### config.mk
export PLATFORM = sky130hd
export DESIGN_NAME = dbm_matcher
export DESIGN_NICKNAME = d
export VERILOG_FILES = /design/src/design/dbm_pkg.sv /design/src/design/dbm_matcher.sv
export VERILOG_INCLUDE_DIRS = /design/src /design/src/design
export SDC_FILE = /design/constraint.sdc
export NUM_CORES = 1
export LEC_CHECK = 0
export ABC_AREA = 1
export BUFFER_PORTS_ARGS = -buffer_cell sky130_fd_sc_hd__buf_2
export CAP_MARGIN = 20
export CORE_ASPECT_RATIO = 0.8
export CORE_UTILIZATION = 55
export DETAILED_ROUTE_END_ITERATION = 8
export HOLD_SLACK_MARGIN = 0.1
export PLACE_DENSITY = 0.87
export RECOVER_POWER = 100
export SLEW_MARGIN = 0
export SYNTH_ARGS = -nofsm -noshare
export SYNTH_HDL_FRONTEND = slang
export SYNTH_SLANG_ARGS = --single-unit
### constraint.sdc
create_clock -name clk -period 5.18 [get_ports clk]
set_input_delay 0.518 -clock clk [delete_from_list [all_inputs] [get_ports clk]]
set_output_delay 0.518 -clock clk [all_outputs]
set_load 0.01 [all_outputs]
### src/design/dbm_cfg.svh
/*
 * Constants of the debug break-condition matcher: register offsets, field
 * positions and reset values. Assumes it is included by bare name from the
 * package and the design file.
 */
// Functional notes
// [RULE1] break when bus address or program counter equals the set address
// [RULE2] break on data match at byte, word or longword size
// [RULE3] break when X or Y bus address or data equals the set value
// [RULE4] optional read/write level qualifier with programmed polarity
// [RULE5] optional bus-state qualifier on the current cycle's type
// [RULE6] cpu-all selection covers fetches and data, cache hits included
// [RULE7] cpu-data selection covers data accesses only, hits included
// [RULE8] internal-bus selection covers cache misses and dma data accesses
// [RULE9] break on any access to internal peripheral i/o space
// [RULE10] break when the tlb-entry load instruction executes
// [RULE11] count qualifier delays the break until n matches seen
// [RULE12] three channels with differing condition subsets
// [RULE13] debugger picks internal bus for on-chip ram via cached region
// [RULE14] debugger picks local bus for on-chip ram via uncached region
// [RULE15] debugger picks internal bus to catch cache line fills
// [RULE16] cache-miss performance counter readable by the debugger
// [RULE17] break only when all enabled conditions match in one cycle; channel three breaks on either enabled term instead
// [RULE18] all channel breaks ored into one halt request
`ifndef DBM_CFG_SVH
`define DBM_CFG_SVH
// ==========================================================================
// register offsets (byte addresses)
`define DBM_OFS_C1CTL   8'h00
`define DBM_OFS_C1ADR   8'h04
`define DBM_OFS_C1DAT   8'h08
`define DBM_OFS_C1CNT   8'h0c
`define DBM_OFS_C2CTL   8'h10
`define DBM_OFS_C2ADR   8'h14
`define DBM_OFS_C3CTL   8'h18
`define DBM_OFS_STAT    8'h1c
`define DBM_OFS_MASK    8'h20
`define DBM_OFS_PERF    8'h24
`define DBM_OFS_C1CUR   8'h28
// ==========================================================================
// control field positions
`define DBM_B_ADR_EN    0
`define DBM_B_PC_EN     1
`define DBM_B_DAT_EN    2
`define DBM_B_RW_EN     3
`define DBM_B_RW_POL    4
`define DBM_B_BS_EN     5
`define DBM_B_BS_LO     6
`define DBM_B_BS_HI     7
`define DBM_B_SZ_LO     8
`define DBM_B_SZ_HI     9
`define DBM_B_XY_EN     10
`define DBM_B_XY_SEL    11
`define DBM_B_CNT_EN    12
`define DBM_B_IO_EN     0
`define DBM_B_TLB_EN    1
// ==========================================================================
// reset values
`define DBM_RST_WORD    32'h0000_0000
`define DBM_RST_STAT    3'h0
`endif

### src/design/dbm_pkg.sv
/*
 * Types of the debug break-condition matcher.
 * Assumes dbm_cfg.svh is on the include path.
 */
`include "dbm_cfg.svh"
package dbm_pkg;
    // bus-state selection, code in control bits 7:6
    typedef enum logic [1:0] {
        DBM_BS_CPU_ALL  = 2'h0,
        DBM_BS_CPU_DATA = 2'h1,
        DBM_BS_IBUS     = 2'h2,
        DBM_BS_NONE     = 2'h3
    } dbm_bs_e;
    // compare size, code in control bits 9:8
    typedef enum logic [1:0] {
        DBM_SZ_BYTE = 2'h0,
        DBM_SZ_WORD = 2'h1,
        DBM_SZ_LONG = 2'h2,
        DBM_SZ_RSV  = 2'h3
    } dbm_sz_e;
endpackage : dbm_pkg

### src/design/dbm_matcher.sv
/*
 * Debug break-condition matcher: three condition channels watching the
 * processor buses, one halt request, a cache-miss counter and registers.
 * Assumes bus observation inputs come from logic on clk, one record per
 * cycle qualified by its valid bit; register port per plain strobe bus.
 */
`timescale 1ns/10ps
`default_nettype none
`include "dbm_cfg.svh"
module dbm_matcher
    import dbm_pkg::*;
(
    input  wire logic        clk,
    input  wire logic        rst_n,
    input  wire logic [7:0]  reg_addr,
    input  wire logic [31:0] reg_wdata,
    input  wire logic        reg_wr,
    input  wire logic        reg_rd,
    output logic      [31:0] reg_rdata,
    input  wire logic        lb_valid,
    input  wire logic        lb_ifetch,
    input  wire logic        lb_cache_hit,
    input  wire logic        ib_valid,
    input  wire logic        ib_dma,
    input  wire logic [31:0] bus_addr,
    input  wire logic [31:0] bus_data,
    input  wire logic [1:0]  bus_size,
    input  wire logic        read_write_direction,
    input  wire logic        pc_valid,
    input  wire logic [31:0] pc_value,
    input  wire logic        xy_valid,
    input  wire logic        xy_is_y,
    input  wire logic [31:0] xy_addr,
    input  wire logic [31:0] xy_data,
    input  wire logic        io_access,
    input  wire logic        tlb_entry_load_instruction,
    input  wire logic        cache_miss,
    output logic             halt_req,
    output logic             irq
);
    import dbm_pkg::*;

    // ======================================================================
    // configuration registers
    logic [31:0] c1ctl_ff;
    logic [31:0] c1adr_ff;
    logic [31:0] c1dat_ff;
    logic [31:0] c1cnt_ff;
    logic [31:0] c2ctl_ff;
    logic [31:0] c2adr_ff;
    logic [31:0] c3ctl_ff;
    logic [2:0]  mask_ff;
    logic [2:0]  stat_ff;
    logic [31:0] perf_ff;
    logic [31:0] c1cur_ff;

    // software writes; unmapped offsets are ignored
    always_ff @(posedge clk) begin
        if (!rst_n) begin
            c1ctl_ff <= `DBM_RST_WORD;
            c1adr_ff <= `DBM_RST_WORD;
            c1dat_ff <= `DBM_RST_WORD;
            c1cnt_ff <= `DBM_RST_WORD;
            c2ctl_ff <= `DBM_RST_WORD;
            c2adr_ff <= `DBM_RST_WORD;
            c3ctl_ff <= `DBM_RST_WORD;
            mask_ff  <= `DBM_RST_STAT;
        end else if (reg_wr) begin
            if (reg_addr == `DBM_OFS_C1CTL) begin
                c1ctl_ff <= reg_wdata;
            end else if (reg_addr == `DBM_OFS_C1ADR) begin
                c1adr_ff <= reg_wdata;
            end else if (reg_addr == `DBM_OFS_C1DAT) begin
                c1dat_ff <= reg_wdata;
            end else if (reg_addr == `DBM_OFS_C1CNT) begin
                c1cnt_ff <= reg_wdata;
            end else if (reg_addr == `DBM_OFS_C2CTL) begin
                c2ctl_ff <= reg_wdata;
            end else if (reg_addr == `DBM_OFS_C2ADR) begin
                c2adr_ff <= reg_wdata;
            end else if (reg_addr == `DBM_OFS_C3CTL) begin
                c3ctl_ff <= reg_wdata;
            end else if (reg_addr == `DBM_OFS_MASK) begin
                mask_ff <= reg_wdata[2:0];
            end
        end
    end

    // ======================================================================
    // per-cycle condition terms
    // bus signals come in as arguments: a continuous assignment only wakes
    // on its own operands, so reading them from inside would go stale
    function automatic logic bs_ok(
        input logic [1:0] sel,
        input logic       lbv,
        input logic       fetch,
        input logic       chit,
        input logic       ibv,
        input logic       dma
    );
        case (dbm_bs_e'(sel))
            DBM_BS_CPU_ALL:  bs_ok = lbv;                   // see [RULE6]
            DBM_BS_CPU_DATA: bs_ok = lbv && !fetch;         // see [RULE7]
            DBM_BS_IBUS:     bs_ok = ibv && (dma || !chit); // see [RULE8]
            default:         bs_ok = 1'b0;
        endcase
    endfunction : bs_ok

    // data compare on the lanes the chosen size covers; bus values are
    // arguments for the same wake-up reason as above
    function automatic logic dat_ok(
        input logic [31:0] ref_v,
        input logic [1:0]  sz,
        input logic [1:0]  bsz,
        input logic [31:0] bdat
    );
        case (dbm_sz_e'(sz))
            DBM_SZ_BYTE: dat_ok = (bsz == sz) && bdat[7:0] == ref_v[7:0];
            DBM_SZ_WORD: dat_ok = (bsz == sz) && bdat[15:0] == ref_v[15:0];
            DBM_SZ_LONG: dat_ok = (bsz == sz) && bdat == ref_v;
            default:     dat_ok = 1'b0;
        endcase
    endfunction : dat_ok

    logic        bus_cyc;
    logic        c1_adr;
    logic        c1_dat;
    logic        c1_rw;
    logic        c1_bs;
    logic        c1_xy;
    logic        c1_hit;
    logic        c2_adr;
    logic        c2_rw;
    logic        c2_bs;
    logic        c2_hit;
    logic        c3_hit;
    logic        c1_any;
    logic        c2_any;
    logic [31:0] nxt_c1cur;
    logic        c1_fire;

    assign bus_cyc = lb_valid || ib_valid;
    // disabled terms count as true; all enabled terms judged together
    assign c1_adr = (!c1ctl_ff[`DBM_B_ADR_EN] || (bus_cyc && bus_addr == c1adr_ff))
                 && (!c1ctl_ff[`DBM_B_PC_EN] || (pc_valid && pc_value == c1adr_ff)); // see [RULE1]
    assign c1_dat = !c1ctl_ff[`DBM_B_DAT_EN]
                 || (bus_cyc && dat_ok(c1dat_ff, c1ctl_ff[`DBM_B_SZ_HI:`DBM_B_SZ_LO],
                                       bus_size, bus_data)); // see [RULE2]
    assign c1_xy  = !c1ctl_ff[`DBM_B_XY_EN] || (xy_valid
                 && xy_is_y == c1ctl_ff[`DBM_B_XY_SEL]
                 && (xy_addr == c1adr_ff || xy_data == c1dat_ff)); // see [RULE3]
    assign c1_rw  = !c1ctl_ff[`DBM_B_RW_EN]
                 || (bus_cyc && read_write_direction == c1ctl_ff[`DBM_B_RW_POL]); // see [RULE4]
    assign c1_bs  = !c1ctl_ff[`DBM_B_BS_EN]
                 || bs_ok(c1ctl_ff[`DBM_B_BS_HI:`DBM_B_BS_LO], lb_valid, lb_ifetch,
                          lb_cache_hit, ib_valid, ib_dma); // see [RULE5]
    // only enable bits arm the channel; polarity, selector and size do not
    assign c1_any = c1ctl_ff[`DBM_B_ADR_EN] || c1ctl_ff[`DBM_B_PC_EN]
                 || c1ctl_ff[`DBM_B_DAT_EN] || c1ctl_ff[`DBM_B_RW_EN]
                 || c1ctl_ff[`DBM_B_BS_EN] || c1ctl_ff[`DBM_B_XY_EN];
    assign c1_hit = c1_any && c1_adr && c1_dat && c1_xy && c1_rw && c1_bs; // see [RULE17]

    // channel two: address or pc, read/write and bus state only
    assign c2_adr = (!c2ctl_ff[`DBM_B_ADR_EN] || (bus_cyc && bus_addr == c2adr_ff))
                 && (!c2ctl_ff[`DBM_B_PC_EN] || (pc_valid && pc_value == c2adr_ff)); // see [RULE12]
    assign c2_rw  = !c2ctl_ff[`DBM_B_RW_EN]
                 || (bus_cyc && read_write_direction == c2ctl_ff[`DBM_B_RW_POL]);
    assign c2_bs  = !c2ctl_ff[`DBM_B_BS_EN]
                 || bs_ok(c2ctl_ff[`DBM_B_BS_HI:`DBM_B_BS_LO], lb_valid, lb_ifetch,
                          lb_cache_hit, ib_valid, ib_dma);
    assign c2_any = c2ctl_ff[`DBM_B_ADR_EN] || c2ctl_ff[`DBM_B_PC_EN]
                 || c2ctl_ff[`DBM_B_RW_EN] || c2ctl_ff[`DBM_B_BS_EN];
    assign c2_hit = c2_any && c2_adr && c2_rw && c2_bs; // see [RULE17]

    // channel three: internal i/o and tlb load only
    assign c3_hit = (c3ctl_ff[`DBM_B_IO_EN] && io_access)                     // see [RULE9]
                 || (c3ctl_ff[`DBM_B_TLB_EN] && tlb_entry_load_instruction); // see [RULE10]

    // ======================================================================
    // match counter: counts hits, fires on each hit once the tally reaches the programmed count
    always_comb begin
        nxt_c1cur = c1cur_ff;
        c1_fire   = c1_hit;
        if (c1ctl_ff[`DBM_B_CNT_EN]) begin
            c1_fire = 1'b0;
            if (c1_hit) begin
                nxt_c1cur = c1cur_ff + 32'h1;
                c1_fire   = (nxt_c1cur >= c1cnt_ff); // see [RULE11]
            end
        end
    end

    // writing the count target restarts the tally
    always_ff @(posedge clk) begin
        if (!rst_n) begin
            c1cur_ff <= `DBM_RST_WORD;
        end else if (reg_wr && reg_addr == `DBM_OFS_C1CNT) begin
            c1cur_ff <= `DBM_RST_WORD;
        end else begin
            c1cur_ff <= nxt_c1cur;
        end
    end

    // ======================================================================
    // sticky status, write one to clear; a new hit beats the clear
    logic [2:0] hits;
    logic [2:0] clr;
    assign hits = {c3_hit, c2_hit, c1_fire};
    assign clr  = (reg_wr && reg_addr == `DBM_OFS_STAT) ? reg_wdata[2:0] : 3'h0;

    always_ff @(posedge clk) begin
        if (!rst_n) begin
            stat_ff <= `DBM_RST_STAT;
        end else begin
            stat_ff <= (stat_ff & ~clr) | hits;
        end
    end

    // halt request is a registered or of the channel hits
    always_ff @(posedge clk) begin
        if (!rst_n) begin
            halt_req <= 1'b0;
            irq      <= 1'b0;
        end else begin
            halt_req <= |hits; // see [RULE18]
            irq      <= |(((stat_ff & ~clr) | hits) & mask_ff);
        end
    end

    // cache-miss tally; writing the offset sets a new start value
    always_ff @(posedge clk) begin
        if (!rst_n) begin
            perf_ff <= `DBM_RST_WORD;
        end else if (reg_wr && reg_addr == `DBM_OFS_PERF) begin
            perf_ff <= reg_wdata;
        end else if (cache_miss) begin
            perf_ff <= perf_ff + 32'h1; // see [RULE16]
        end
    end

    // ======================================================================
    // read port, data in the cycle after the strobe; unmapped reads zero
    always_ff @(posedge clk) begin
        if (!rst_n) begin
            reg_rdata <= `DBM_RST_WORD;
        end else if (reg_rd) begin
            if (reg_addr == `DBM_OFS_C1CTL) begin
                reg_rdata <= c1ctl_ff;
            end else if (reg_addr == `DBM_OFS_C1ADR) begin
                reg_rdata <= c1adr_ff;
            end else if (reg_addr == `DBM_OFS_C1DAT) begin
                reg_rdata <= c1dat_ff;
            end else if (reg_addr == `DBM_OFS_C1CNT) begin
                reg_rdata <= c1cnt_ff;
            end else if (reg_addr == `DBM_OFS_C2CTL) begin
                reg_rdata <= c2ctl_ff;
            end else if (reg_addr == `DBM_OFS_C2ADR) begin
                reg_rdata <= c2adr_ff;
            end else if (reg_addr == `DBM_OFS_C3CTL) begin
                reg_rdata <= c3ctl_ff;
            end else if (reg_addr == `DBM_OFS_STAT) begin
                reg_rdata <= {29'h0, stat_ff};
            end else if (reg_addr == `DBM_OFS_MASK) begin
                reg_rdata <= {29'h0, mask_ff};
            end else if (reg_addr == `DBM_OFS_PERF) begin
                reg_rdata <= perf_ff;
            end else if (reg_addr == `DBM_OFS_C1CUR) begin
                reg_rdata <= c1cur_ff;
            end else begin
                reg_rdata <= 32'h0;
            end
        end else begin
            reg_rdata <= 32'h0;
        end
    end
endmodule : dbm_matcher
`default_nettype wire

==> qor.txt, run 1 <==
Status -> complete, but fails checks
Failing checks -> capacitance limit, slew limit
Area delta synth->final -> 14.36%
Proportion of layout cells with a drive suffix above 1 -> 12.36%
Worst IR Drop VDD -> 0.0002063 V
Post-layout min period -> 4.443 ns
Skew final -> 0.01839 ns
Reg2reg path depth -> 16
Die Ht -> 166.4 um
Setup TNS -> 0 ns
Worst R2R Start -> c1adr_ff[3]
Post-synth ARST share -> 0%
GRT Total Usage -> 41.34%
Placed insts -> 3294
Critical Path Start Type -> primary input
Vias in the first global route -> 18.89k
DRT iter0 DRCs -> 2722
WL/cell -> 21.78 um
Die span in x -> 207.5 um
Final GP Congestion -> 1.014
Final nets -> 3161
I/O pin count -> 252
Worst Hold Endpoint -> c1adr_ff[9]
Pint -> 4.373 mW
Mapped Nets -> 2969
Sequential area share after synthesis -> 35.34%
Filler cell count in the final layout -> 3005
Number of synthesized flops with an enable pin -> 0
Cts bufs inserted -> 35
Crit-path max FO -> 29
Gate power share -> 7.1%
Syn Std Cell Area -> 18580 sq um
Cells after Synth -> 2714
Hold-fix buffers at CTS -> 0
Largest area contributor in the netlist -> dfxtp_1
GRT overflow -> 0
Skew-Pair Late Insertion Delay -> 0.54 ns
Net load switching power -> 1.383 mW
Seq cells post-synth -> 328
Worst path required time -> 5.61 ns
Slack of the critical path -> 0.7366 ns
CTS tree -> done
Post-CTS sizing -> 0
CTS sink cnt -> 328
Leakage power -> 8.565 nW
Net Sw Frac -> 24.03%
Antenna violation net count after detailed routing -> 0
CTS root buffer -> clkbuf_16
First-pass GRT wire length -> 110300 um
YS warnings -> 0
Type of the worst setup path -> primary input to flop
Worst Hold Path Cells -> 3
RSZ-0062 raised after global routing -> no
P per Cell Area -> 270.9 nW/um^2
Worst hold margin -> 0.3200 ns
1st-pass router iterations -> 7
Via density -> 6.059
Rel. slew slack -> -70.80%
Fin cells -> 3357
Fmax -> 225.1 MHz
Capturing point of the worst reg2reg path -> c1cur_ff[30]
Max Transition Viols Final -> 246
Max-cap viol count -> 7
Area contributors post-synth -> dfxtp_1, nand2_1, o21ai_0
Clock transition at the registers of the reported paths -> 0.07 ns
Commonest cells in the netlist -> nand2_1, dfxtp_1, o21ai_0
Post-Place Worst Slack -> 1.662 ns
Post-CTS Setup Inserts -> 0
Detailed placement HPWL -> 55940 um
Placeable Area -> 32850 sq um
Seq pwr share -> 44.0%
Via count -> 20.34k
Die area -> 34530 sq um
Final Hold Fails -> 0
Drc violations -> 0
Clock power share -> 48.9%
Unique masters post-synth -> 48
Yosys top cell area share -> 35.34%
Initial antenna violation count -> 1
Ratio of final minimum period to clock period -> 85.78%
WP data arrival -> 4.88 ns
Post-Route WL -> 73130 um
Clock Path Buffers -> 3
Hold Crit Class -> primary input to flop
Count leader, synth -> nand2_1
Reg2Reg Setup Slack -> 1.01 ns
Layout Utilization -> 64.69%
Actual slew at the worst max-slew pin -> 2.562 ns
H-tree levels -> 2
CP endpoint kind -> flop
I/O Buffers -> 251
Final Setup Violations -> 0
Hold path start -> reg_wdata[9]
Synth Flop Type -> dfxtp_1
FP Rows -> 59
Pin count of the biggest net entering global routing -> 100
Synth Area per Inst -> 6.847 sq um
Initial Utilization -> 56.56%
kinds of logic after synthesis:
family / share of synthesized area [%]
fa+ha+maj: 2.491
compound gates: 22.50
xor+xnor: 8.107
simple gates: 21.61
flops: 35.34
buf+inv: 9.952
metal layers:
metal  part of all wire [%]  track usage, %  vias up  wire length (um)
met3                     11           7.356      198              7916
met2                     44           65.23     1333             32240
li1                       -               -     9377                 -
met1                     41           55.87     9432             29980
met4                    4.1           16.77        0              2994
met5                      0               0        -                 0
critical path, cell delays in order:
cell and delay (ns):
buf_2 0.10, nor2_1 0.17, nand3_1 0.19, nor2_1 1.06, inv_4 0.36, nor2_8 0.42
inv_1 0.54, nand2_2 0.61, inv_1 0.44, nand2_1 0.13, o21ai_0 0.08, o21ai_0 0.18
inv_1 0.05
area by class of cell:
cell class | count | area, sq um | share of cell area (%)
well taps | 427 | 534.3 | 2.514
repair buffers | 276 | 1423 | 6.695
inverters | 349 | 1313 | 6.176
clock buffers | 47 | 1033 | 4.863
diodes | 1 | 2.502 | 0.01178
clock inverters | 13 | 231.5 | 1.089
flip-flops and latches | 328 | 6566 | 30.90
multi-input cells | 1916 | 10150 | 47.75
flip-flops by register name (all words and copies together) (netlist names), 3 cells and up:
| name | cells |
|---|---|
| c2adr_ff | 32 |
| reg_rdata | 32 |
| c1dat_ff | 32 |
| c3ctl_ff | 32 |
| c1cur_ff | 32 |
| mask_ff | 3 |
| c1adr_ff | 32 |
| stat_ff | 3 |
| perf_ff | 32 |
| c2ctl_ff | 32 |
| c1ctl_ff | 32 |
| c1cnt_ff | 32 |
placed cells by master, fill, tap and decap left out, types with 6 or more instances in the layout:
cell,instances
o211ai_1,7
nand2_1,511
nor2_2,10
nor4_1,24
o21ai_0,319
nand4_1,37
inv_1,317
o221ai_1,7
clkinv_1,6
or2_2,19
clkbuf_8,7
nor3_1,39
bufinv_16,6
nor2_4,6
a21oi_1,304
clkbuf_1,47
a31oi_1,52
clkbuf_16,37
xor2_1,101
a221oi_1,7
buf_4,12
xnor2_1,71
ha_1,37
dfxtp_1,328
nor2_1,197
o21ai_1,11
a211oi_1,14
nand3_1,72
o2111ai_1,11
inv_2,25
o22ai_1,30
buf_2,215
power groups by stage:
stage | logic [mW] | registers (mW) | clock network (mW)
after floorplan | 0.192 | 2.59 | 0
after CTS | 0.396 | 2.53 | 2.80
final | 0.409 | 2.53 | 2.81
after detailed placement | 0.393 | 2.59 | 0
after global routing | 0.437 | 2.53 | 2.90
after global placement | 0.389 | 2.59 | 0
worst max-delay path by stage:
stage,startpoint,end,cells past startpoint
after floorplan,c1cur_ff[0],irq,19
after global placement,c1cur_ff[16],irq,17
after detailed placement,lb_valid,c1cur_ff[8],17
after CTS,c1cur_ff[16],irq,17
after global routing,c1adr_ff[3],c1cur_ff[24],16
final,reg_addr[1],perf_ff[0],13
metrics by stage:
stage	total power [mW]	instance area (sq um)
after detailed placement	2.984	20060
after floorplan	2.780	18580
after global placement	2.979	20040
final	5.756	21250
after global routing	5.873	21250
after CTS	5.728	21320
No activity file was read; power rests on OpenSTA's default activity.
==> inputs of run 2 (changes only) <==
--- a/config.mk
+++ b/config.mk
@@ -10,7 +10,7 @@
 export BUFFER_PORTS_ARGS = -buffer_cell sky130_fd_sc_hd__buf_2
 export CAP_MARGIN = 20
 export CORE_ASPECT_RATIO = 0.8
-export CORE_UTILIZATION = 55
+export CORE_UTILIZATION = 53
 export DETAILED_ROUTE_END_ITERATION = 8
 export HOLD_SLACK_MARGIN = 0.1
 export PLACE_DENSITY = 0.87
==> constraint.sdc (replaced) <==
create_clock -name clk -period 3.9 [get_ports clk]
set_input_delay 0.39 -clock clk [delete_from_list [all_inputs] [get_ports clk]]
set_output_delay 0.39 -clock clk [all_outputs]
set_load 0.01 [all_outputs]
==> qor.txt, run 2 (synthesis gave the netlist of run 1 again) <==
Status -> complete, but fails checks
Failing checks -> capacitance limit, slew limit
Cts bufs inserted -> 35 (unchanged)
Area delta synth->final -> 13.70%
FP Rows -> 60 (+1.7%)
Type of the worst setup path -> primary input to flop
Vias in the first global route -> 18.72k (-0.92%)
Final Hold Fails -> 0 (unchanged)
CTS root buffer -> clkbuf_16
Hold Crit Class -> primary input to flop
CP top delay family -> simple AND/OR/NAND/NOR gates
Die span in x -> 211.3 um (+1.9%)
Top layer in use -> met4
Filler cell count in the final layout -> 3203 (+6.6%)
WL met3 -> 8037 um (+1.5%)
Detailed placement HPWL -> 54660 um (-2.3%)
Power after layout -> 7.219 mW (+25%)
1st-pass router iterations -> 6 (-1)
Placeable Area -> 34080 sq um (+3.8%)
P per Cell Area -> 341.7 nW/um^2 (+26%)
Fmax -> 289.3 MHz
Die area -> 35820 sq um (+3.7%)
DRT iter0 DRCs -> 2669 (-1.9%)
Initial antenna violation count -> 2 (+1)
Final Setup Violations -> 0 (unchanged)
Met2 wire len -> 30730 um (-4.7%)
Worst IR Drop VDD -> 0.0002944 V (+43%)
Clock transition at the registers of the reported paths -> 0.06 ns (about the same)
H-tree levels -> 2 (unchanged)
Post-CTS Setup Inserts -> 0 (unchanged)
Max Transition Viols Final -> 71 (-71%)
Commonest non-fill, non-tap cell in the layout -> nand2_1
Ratio of final minimum period to clock period -> 88.64%
Post-Route WL -> 71760 um (-1.9%)
Actual slew at the worst max-slew pin -> 1.771 ns (-0.7912 ns)
CTS sink cnt -> 328 (unchanged)
Crit path buf inv count -> 5 (unchanged)
Final GP Congestion -> 1.046 (+3.1%)
Critical path cell sequence -> buf_2 -> nor2_1 -> nand3_1 -> nor2_1 -> inv_4 -> nor2_1 -> inv_1 -> nand2_1 -> inv_1 -> nand2_1 -> o21ai_0 -> o21ai_0 -> inv_1
Final nets -> 3162 (+0.032%)
Leakage power -> 8.491 nW (-0.87%)
CTS tree -> done
Slowest-stage cell, CP -> nor2_1
Largest stage delay on the critical path -> 0.85 ns (-0.21 ns)
Finished Cell Area -> 21130 sq um (-0.58%)
Post-layout min period -> 3.457 ns
I/O Buffers -> 251 (unchanged)
Most frequent cells in the layout -> nand2_1, dfxtp_1, o21ai_0, inv_1, a21oi_1
Initial Utilization -> 54.52% (-2.0 points)
WL/cell -> 21.11 um (-3.1%)
CP endpoint kind -> flop
Post-CTS sizing -> 0 (unchanged)
Critical Path Start Type -> primary input
Worst hold margin -> 0.1759 ns (-0.1441 ns)
Rel. slew slack -> -18.05% (+53 points)
Pin count of the biggest net entering global routing -> 133 (+33%)
WP data arrival -> 3.88 ns (-1.00 ns)
First-pass GRT wire length -> 107600 um (-2.4%)
Placed cell areas -> 20160 sq um (+0.50%)
Crit-path max FO -> 24 (-17%)
Via density -> 5.929 (-2.2%)
Post-route met1 wirelength -> 29460 um (-1.7%)
I/O pin count -> 252 (unchanged)
Clock Path Buffers -> 3 (unchanged)
Hold-fix buffers at CTS -> 0 (unchanged)
Via count -> 20.15k (-0.93%)
Worst path required time -> 4.33 ns (-1.28 ns)
Proportion of layout cells with a drive suffix above 1 -> 12.35% (about the same)
Drc violations -> 0 (unchanged)
Skew-Pair Late Insertion Delay -> 0.54 ns (about the same)
GRT Total Usage -> 39.32% (-2.0 points)
Max-cap viol count -> 2 (-5)
RSZ-0062 raised after global routing -> no
Die Ht -> 169.5 um (+1.8%)
Antenna violation net count after detailed routing -> 0 (unchanged)
Setup TNS -> 0 ns (unchanged)
Skew final -> 0.02502 ns (+0.006627 ns)
GRT overflow -> 0 (unchanged)
-- run 2: path summary, 6_finish.rpt --
kind / startpoint / end / slack, ns / cells after the start
max reg2reg: c1ctl_ff[8] / c1cur_ff[11] / 0.49 / 14
max: reg_addr[1] / perf_ff[12] / 0.44 / 13
min: reg_wdata[24] / c2adr_ff[24] / 0.18 / 3
min reg2reg: c3ctl_ff[26] / c3ctl_ff[26] / 0.47 / 2
-- run 2: worst min-delay path, delay by kind of cell --
family | cells | cell delay, ns
AO/OA/AOI/OAI | 2 | 0.18
buffers and inverters | 1 | 0.09
-- run 2: per-stage QoR --
step	std cells	setup slack (ns)	utilization, %
3_5_place_dp	3334	0.6573	59.15
6_report	3399	0.4431	61.99
5_1_grt	3396	0.1889	61.97
4_1_cts	3394	0.6653	62.39
3_3_place_gp	3334	0.7024	59.15
2_1_floorplan	2714	1.260	-
-- run 2: area by class of cell --
class	count	area, sq um	area share, %
antenna	4	10.01	0.04738
multi-input combinational	1916	10120	47.90
clock buffer	49	1011	4.785
sequential	328	6566	31.08
inverter	349	1313	6.212
timing repair buffer	277	1431	6.775
clock inverter	11	93.84	0.4442
tap	465	581.8	2.754
-- run 2: layer usage --
metal	GRT usage, %	vias to the layer above
met2	60.33	1283
met1	53.05	9249
met3	7.698	232
met4	18.53	0
met5	0	-
li1	-	9387
-- run 2: power by group --
group | switching (mW) | leakage (nW) | internal (mW) | total, mW
Clock | 1.42 | 0.533 | 1.88 | 3.30
Combinational | 0.359 | 5.32 | 0.191 | 0.550
Sequential | 0.00803 | 2.64 | 3.36 | 3.37
Total | 1.79 | 8.49 | 5.43 | 7.22
